==> config.mk <==
export PLATFORM = sky130hd
export DESIGN_NAME = tci_channel_irq
export DESIGN_NICKNAME = d
export VERILOG_FILES = /design/src/tci_pkg.sv /design/src/tci_channel_irq.sv
export SDC_FILE = /design/constraint.sdc
export NUM_CORES = 1
export LEC_CHECK = 0
export ABC_CLOCK_PERIOD_IN_PS = 1900
export BUFFER_PORTS_ARGS = -buffer_cell sky130_fd_sc_hd__buf_4
export CAP_MARGIN = 25
export CORE_MARGIN = 4
export CORE_UTILIZATION = 41
export DETAILED_ROUTE_END_ITERATION = 7
export PLACE_DENSITY = 0.77
export SETUP_SLACK_MARGIN = 0.15
export SYNTH_ARGS = -nofsm -noshare
export SYNTH_HDL_FRONTEND = slang
export SYNTH_SLANG_ARGS = --single-unit
==> constraint.sdc <==
create_clock -name pclk -period 1.9 [get_ports pclk]
set_clock_uncertainty 0.1 [all_clocks]
set_input_delay 0.19 -clock pclk [delete_from_list [all_inputs] [get_ports pclk]]
set_output_delay 0.19 -clock pclk [all_outputs]
set_load 0.03 [all_outputs]
==> src/tci_pkg.sv <==
// Constants and carrier types for the timer channel interrupt mask block.
// Assumes a 32-bit APB slave port and events produced on the same clock.
package tci_pkg;

	localparam int TCI_NUM_SRC = 8;
	localparam int TCI_DATA_W = 32;

	// Event source positions, shared by status, enable, disable and mask.
	localparam int TCI_BIT_OVERFLOW = 0;
	localparam int TCI_BIT_OVERRUN = 1;
	localparam int TCI_BIT_CMP_A = 2;
	localparam int TCI_BIT_CMP_B = 3;
	localparam int TCI_BIT_CMP_C = 4;
	localparam int TCI_BIT_CAP_A = 5;
	localparam int TCI_BIT_CAP_B = 6;
	localparam int TCI_BIT_EXT_TRIG = 7;

	// Extra status positions.
	localparam int TCI_BIT_CLOCK_ON = 16;
	localparam int TCI_BIT_LINE_A = 17;
	localparam int TCI_BIT_LINE_B = 18;

	// Byte addresses of the registers.
	localparam logic [31:0] TCI_ADDR_STATUS = 32'hfffa0020;
	localparam logic [31:0] TCI_ADDR_ENABLE_SET = 32'hfffa0024;
	localparam logic [31:0] TCI_ADDR_ENABLE_CLEAR = 32'hfffa0028;
	localparam logic [31:0] TCI_ADDR_MASK_VIEW = 32'hfffa002c;

	localparam logic [7:0] TCI_MASK_RESET = 8'h00;
	localparam logic [7:0] TCI_STATUS_RESET = 8'h00;
	localparam logic [31:0] TCI_RDATA_RESET = 32'h00000000;

	// Sources that only exist in capture mode, and those only in waveform mode.
	localparam logic [7:0] TCI_CAPTURE_ONLY = 8'h62;
	localparam logic [7:0] TCI_WAVE_ONLY = 8'h0c;

	typedef enum logic [1:0] {
		TCI_IDLE = 2'b00,
		TCI_RESPOND = 2'b01
	} tci_apb_e;

	// One-cycle event pulses, most significant source first.
	typedef struct packed {
		logic ext_trigger_event;
		logic capture_b_event;
		logic capture_a_event;
		logic compare_c_event;
		logic compare_b_event;
		logic compare_a_event;
		logic capture_overrun_event;
		logic overflow_event;
	} tci_evt_s;

	// Levels of the two timer lines, as pin and as driven value.
	typedef struct packed {
		logic timer_line_a;
		logic timer_line_b;
	} tci_line_s;

endpackage

==> src/tci_channel_irq.sv <==
// Interrupt mask, sticky event status and line mirror for one timer channel.
// Assumes events and mode flags come from logic on pclk; line pins are asynchronous.
//
// The APB interface to the registers was left to the implementer.
`timescale 1ns/1ns
`default_nettype none

// Summary of operation
// RULE1 - Status bit 16 shows whether the channel counter clock is enabled.
// RULE2 - Status bit 17 mirrors line A: pin level in capture, driven level in waveform.
// RULE3 - Status bit 18 mirrors line B: pin level in capture, driven level in waveform.
// RULE4 - Enable, disable and mask share one eight-source bit layout, bits 0 to 7.
// RULE5 - Writing 1 to an enable bit sets its mask bit; 0 changes nothing.
// RULE6 - Enable bits for compare A, B and C set their mask bits.
// RULE7 - Enable bits for capture loads A and B set their mask bits.
// RULE8 - Enable bits for external trigger and load overrun set their mask bits.
// RULE9 - Writing 1 to a disable bit clears its mask bit; 0 changes nothing.
// RULE10 - Disabling overrun and capture loads acts in capture mode only.
// RULE11 - Disabling compare A and B acts in waveform mode only.
// RULE12 - Disabling compare C and external trigger acts in both modes.
// RULE13 - The mask register reads 1 for enabled sources, 0 for disabled ones.
// RULE14 - Event status bits set on events and clear when status is read.
// RULE15 - Interrupt is high while any status bit and its mask bit are set; the code counts only sources of the present mode.
module tci_channel_irq #(
	parameter int NUM_SRC = tci_pkg::TCI_NUM_SRC
) (
	input wire logic pclk,
	input wire logic presetn,
	input wire logic psel,
	input wire logic penable,
	input wire logic pwrite,
	input wire logic [31:0] paddr,
	input wire logic [31:0] pwdata,
	input wire logic [3:0] pstrb,
	output logic [31:0] prdata,
	output logic pready,
	output logic pslverr,
	input wire tci_pkg::tci_evt_s events,
	input wire logic wave_mode,
	input wire logic clock_on_flag,
	input wire tci_pkg::tci_line_s line_pin,
	input wire tci_pkg::tci_line_s line_drive,
	output logic channel_irq
);

	tci_pkg::tci_apb_e state;
	tci_pkg::tci_apb_e next_state;

	logic [NUM_SRC-1:0] mask;
	logic [NUM_SRC-1:0] status;
	logic [NUM_SRC-1:0] next_mask;
	logic [NUM_SRC-1:0] next_status;
	logic [NUM_SRC-1:0] snap_status;
	logic [NUM_SRC-1:0] event_bits;
	logic [NUM_SRC-1:0] mode_ok;
	logic [NUM_SRC-1:0] set_bits;
	logic [NUM_SRC-1:0] clear_bits;
	logic [NUM_SRC-1:0] read_clear;

	tci_pkg::tci_line_s pin_meta;
	tci_pkg::tci_line_s pin_sync;
	logic line_a_mirror;
	logic line_b_mirror;

	logic setup;
	logic done;
	logic hit_status;
	logic hit_set;
	logic hit_clear;
	logic hit_mask;
	logic mapped;
	logic bad_access;
	logic [31:0] read_word;

	// Bus phase decode.
	assign setup = psel & ~penable;
	assign done = psel & penable & pready;

	assign hit_status = (paddr == tci_pkg::TCI_ADDR_STATUS);
	assign hit_set = (paddr == tci_pkg::TCI_ADDR_ENABLE_SET);
	assign hit_clear = (paddr == tci_pkg::TCI_ADDR_ENABLE_CLEAR);
	assign hit_mask = (paddr == tci_pkg::TCI_ADDR_MASK_VIEW);
	assign mapped = hit_status | hit_set | hit_clear | hit_mask;

	// Writes to read-only registers and any unmapped address answer with an error.
	assign bad_access = ~mapped | (pwrite & (hit_status | hit_mask));

	// The slave answers in the first access cycle after every setup cycle.
	always_comb begin
		next_state = state;
		case (state)
			tci_pkg::TCI_IDLE: begin
				if (setup) begin
					next_state = tci_pkg::TCI_RESPOND;
				end
			end
			tci_pkg::TCI_RESPOND: begin
				if (setup) begin
					next_state = tci_pkg::TCI_RESPOND;
				end else begin
					next_state = tci_pkg::TCI_IDLE;
				end
			end
			default: begin
				next_state = tci_pkg::TCI_IDLE;
			end
		endcase
	end

	always_ff @(posedge pclk or negedge presetn) begin
		if (!presetn) begin
			state <= tci_pkg::TCI_IDLE;
		end else begin
			state <= next_state;
		end
	end

	assign pready = (state == tci_pkg::TCI_RESPOND) & psel & penable;

	// Two flip-flops on each line pin before the mirror looks at it.
	always_ff @(posedge pclk or negedge presetn) begin
		if (!presetn) begin
			pin_meta <= '0;
			pin_sync <= '0;
		end else begin
			pin_meta <= line_pin;
			pin_sync <= pin_meta;
		end
	end

	// RULE2 line A mirror.
	assign line_a_mirror = wave_mode ? line_drive.timer_line_a : pin_sync.timer_line_a;
	// RULE3 line B mirror.
	assign line_b_mirror = wave_mode ? line_drive.timer_line_b : pin_sync.timer_line_b;

	// Sources that exist in the present mode.
	assign mode_ok = wave_mode ? ~tci_pkg::TCI_CAPTURE_ONLY : ~tci_pkg::TCI_WAVE_ONLY;

	// RULE4 common source layout.
	assign event_bits = events;

	// RULE5 enable register sets.
	assign set_bits = (done & pwrite & hit_set) ? pwdata[NUM_SRC-1:0] : '0;

	// RULE9 disable register clears.
	assign clear_bits = (done & pwrite & hit_clear) ? pwdata[NUM_SRC-1:0] & mode_ok : '0;

	// RULE14 read clears only the bits that were returned.
	assign read_clear = (done & ~pwrite & hit_status) ? snap_status : '0;

	genvar g;
	generate
		for (g = 0; g < NUM_SRC; g = g + 1) begin : g_src
			// RULE6 RULE7 RULE8 per source set, clear and hold.
			// RULE10 RULE11 RULE12 mode gated clear.
			always_comb begin
				if (set_bits[g]) begin
					next_mask[g] = 1'b1;
				end else if (clear_bits[g]) begin
					next_mask[g] = 1'b0;
				end else begin
					next_mask[g] = mask[g];
				end
			end

			// RULE14 event set wins over read clear.
			always_comb begin
				if (event_bits[g] & mode_ok[g]) begin
					next_status[g] = 1'b1;
				end else if (read_clear[g]) begin
					next_status[g] = 1'b0;
				end else begin
					next_status[g] = status[g];
				end
			end
		end
	endgenerate

	// RULE15 mask bits reset to zero.
	always_ff @(posedge pclk or negedge presetn) begin
		if (!presetn) begin
			mask <= tci_pkg::TCI_MASK_RESET;
		end else begin
			mask <= next_mask;
		end
	end

	always_ff @(posedge pclk or negedge presetn) begin
		if (!presetn) begin
			status <= tci_pkg::TCI_STATUS_RESET;
		end else begin
			status <= next_status;
		end
	end

	// Status bits of sources of the other mode read as zero; the mask view returns all eight mask bits.
	always_comb begin
		read_word = '0;
		if (hit_status) begin
			read_word[NUM_SRC-1:0] = status & mode_ok;
			// RULE1 clock enabled flag.
			read_word[tci_pkg::TCI_BIT_CLOCK_ON] = clock_on_flag;
			read_word[tci_pkg::TCI_BIT_LINE_A] = line_a_mirror;
			read_word[tci_pkg::TCI_BIT_LINE_B] = line_b_mirror;
		end else if (hit_mask) begin
			// RULE13 mask readback.
			read_word[NUM_SRC-1:0] = mask;
		end
	end

	// Read data and error are captured in the setup cycle.
	always_ff @(posedge pclk or negedge presetn) begin
		if (!presetn) begin
			prdata <= tci_pkg::TCI_RDATA_RESET;
			pslverr <= 1'b0;
			snap_status <= tci_pkg::TCI_STATUS_RESET;
		end else if (setup) begin
			prdata <= pwrite ? tci_pkg::TCI_RDATA_RESET : read_word;
			pslverr <= bad_access;
			snap_status <= (hit_status & ~pwrite) ? status & mode_ok : '0;
		end
	end

	// RULE15 interrupt level.
	always_ff @(posedge pclk or negedge presetn) begin
		if (!presetn) begin
			channel_irq <= 1'b0;
		end else begin
			channel_irq <= |(next_status & next_mask & mode_ok);
		end
	end

endmodule // tci_channel_irq

`default_nettype wire

==> flow_metrics.py <==
metrics = {
    "worst_setup_path": {
        "cp_slowest_cell": "or4_4",
        "crit_arrival_ns": 1.93,
        "crit_path_max_fanout": 9,
        "critPathBufInv": 1,
        "crit_chain": "buf_4 -> nand4bb_4 -> or4_4 -> o31a_4 -> a2bb2oi_2 -> nor4_2 -> o2111ai_1",
        "path_class": "input pin to flip-flop",
        "critPathTopFamily": "simple AND/OR/NAND/NOR gates",
        "cp_data_required_time_ns": 1.97,
        "endpoint_kind": "flip-flop",
        "cp-start-kind": "input pin",
        "worst_path_largest_cell_delay_ns": 0.54,
    },
    "place": {
        "place_area_um2": 3060,
        "dp.cells": 387,
        "dp_hpwl_um": 4870,
        "io_buffer_count": 72,
        "gp_congestion": 0.830,
    },
    "floorplan": {
        "coreArea_um2": 5510,
        "initial_core_util": 0.420,
        "fp.dieW_um": 83.1,
        "ios": 122,
        "dieArea_um2": 6910,
        "die_h_um": 83.1,
        "rows": 27,
    },
    "synthesis": {
        "netlist_instances": 228,
        "syn_avg_cell_area_um2": 10.2,
        "async_flop_share": 1.00,
        "ys_ff_latch": 42,
        "synth.distinct_cells": 53,
        "synthFlopType": "dfrtp_1",
        "synth_edf_count": 0,
        "yosys_warnings": 0,
        "synth.top_cells.by_count": "49 x nand2_1, 42 x dfrtp_1, 21 x buf_4",
        "yosysSeqAreaShare": 0.454,
        "synth_area_leaders": "dfrtp_1 45%, nand2_1 7.9%, buf_4 6.8%",
        "yosysMostFrequentCell": "nand2_1",
        "yosys.area.top_type": "dfrtp_1",
        "netlist.area_leader.share": 0.454,
        "syn_area_um2": 2310,
    },
    "sta": {
        "rsz0062_at_grt": "true",
        "fin_crit_sh": 0.982,
        "fmax_ghz": 0.536,
        "slew_viol_final": 0,
        "period_minus_slack_ns": 1.86,
        "maxSlewHeadroom": 0.641,
        "hold_slack_ns": 0.0133,
        "finalHoldViolCount": 0,
        "tightest_slew_ns": 0.539,
        "setup_viol": 0,
        "setup_tns_ns": 0,
    },
    "hold_path": {
        "hold_path.class": "input pin to flip-flop",
    },
    "grt": {
        "gr-usage-all-layers": 0.186,
        "grt_pass1_wl_um": 10500,
        "grt_pass1_vias": 2199,
        "grt.overflow.total": 0,
        "antenna_found_initial": 0,
        "grt_start_max_net_pins": 43,
    },
    "clock_network": {
        "clk_latency_ns": 0.29,
        "cts_tree": "built",
        "clk_pin_slew_ns": 0.08,
        "cts_sinks": 42,
        "numCtsBuffers": 5,
        "htreeDepth": 2,
        "cts_buffer_depth": 2,
        "root_buffer": "clkbuf_8",
    },
    "drt": {
        "antenna_left": 0,
        "drt_pre_antenna_iters": 4,
        "drc": 0,
        "wire_per_inst_um": 15.6,
        "wl_um": 6290,
        "drt_iter0_markers": 157,
        "vias": 2119,
        "vias_per_cell": 5.26,
    },
    "layout": {
        "area_delta_synth_final_pct": 41.8,
        "drive_gt1_frac": 0.414,
        "finalInstanceArea_um2": 3280,
        "layout.nets": 417,
        "instances_no_fill": 403,
        "n_antenna_cell": 0,
    },
    "run": {
        "max_cap_violations": 0,
    },
    "power": {
        "power_density_nw_per_um2": 572,
        "vdd_drop_max_mv": 0.319,
        "p_leak_nw": 1.64,
        "total_power_mw": 1.88,
    },
    "status": {
        "run_status": "complete, no violations",
    },
}
==> final timing paths <==
path | depth (start not counted) | startpoint | slack (ns) | to
worst max-delay path | 7 | paddr[18] | 0.04 | channel_irq
worst min-delay path | 2 | clock_on_flag | 0.01 | prdata[16]
worst max register to register | 7 | state[0] | 0.06 | channel_irq
worst min register to register | 0 | pin_meta[1] | 0.26 | pin_sync[1]
max in group asynchronous | 2 | presetn | 1.00 | pin_meta[0]
min in group asynchronous | 2 | presetn | 0.32 | snap_status[1]
==> layer usage <==
metal,routed length [µm],track usage
met1,2580,0.244
met2,3190,0.305
met3,412,0.0427
met4,106,0.0609
met5,0,0
==> where the power goes <==
part	internal (mW)	total, mW	switching (mW)
logic	0.135	0.306	0.171
registers	0.903	0.907	0.00396
clock network	0.367	0.667	0.300
==> repair_timing <==
action,CTS,global route
pin swaps,0,1
gates resized for setup,7,4
endpoints found under the hold margin,47,0
setup buffers,0,2
endpoints found under the setup margin,3,8
gates cloned,0,0
hold buffers,6,0
==> cells by family (layout without fill, tap and decap cells) <==
family          count (synthesis)  in the layout  synth area share
compound gates                 38             38             0.132
xor+xnor                        1              1           0.00378
mux                             4              4            0.0184
other cells                     1             21           0.00162
simple gates                  107            107             0.291
buf+inv                        35            118            0.0989
flops                          42             42             0.454
==> metrics by stage <==
step / utilization / setup WS (ns)
global route: 0.596 / -0.0376
detailed placement: 0.556 / -0.294
floorplan: - / -0.0785
global placement: 0.556 / -0.192
finish: 0.596 / 0.0351
CTS: 0.591 / 0.0624
==> placed cells by master, fill, tap and decap left out, drive strengths merged, types with 2 or more instances in the layout <==
cell           n
buf          100
nand2         49
dfrtp         42
conb          21
nand4         17
nand3         10
clkbuf         8
nor4           7
a22oi          6
dlygate4sd3    6
o31ai          6
inv            4
a22o           4
o21ai          4
or2            4
o31a           3
a21o           3
a21boi         3
a2bb2oi        3
nor2           2
and4           2
nand4b         2
mux2i          2
o2bb2ai        2
mux2           2
or4            2
nor4b          2
nor3           2
and3           2
==> flip-flops by register name, indices dropped and copies added, names as in the netlist <==
register     cells
pslverr          1
state            1
pin_sync         2
snap_status      8
pin_meta         2
prdata          11
status           8
channel_irq      1
mask             8
==> layout make-up <==
| cell class | instances | area (µm²) |
|---|---|---|
| flip-flops and latches | 42 | 1050 |
| clock buffers | 8 | 110 |
| multi-input cells | 171 | 1200 |
| fillers | 490 | 2220 |
| well taps | 72 | 90.1 |
| repair buffers | 106 | 815 |
| inverters | 4 | 15.0 |
No activity file was read; power rests on OpenSTA's default activity.
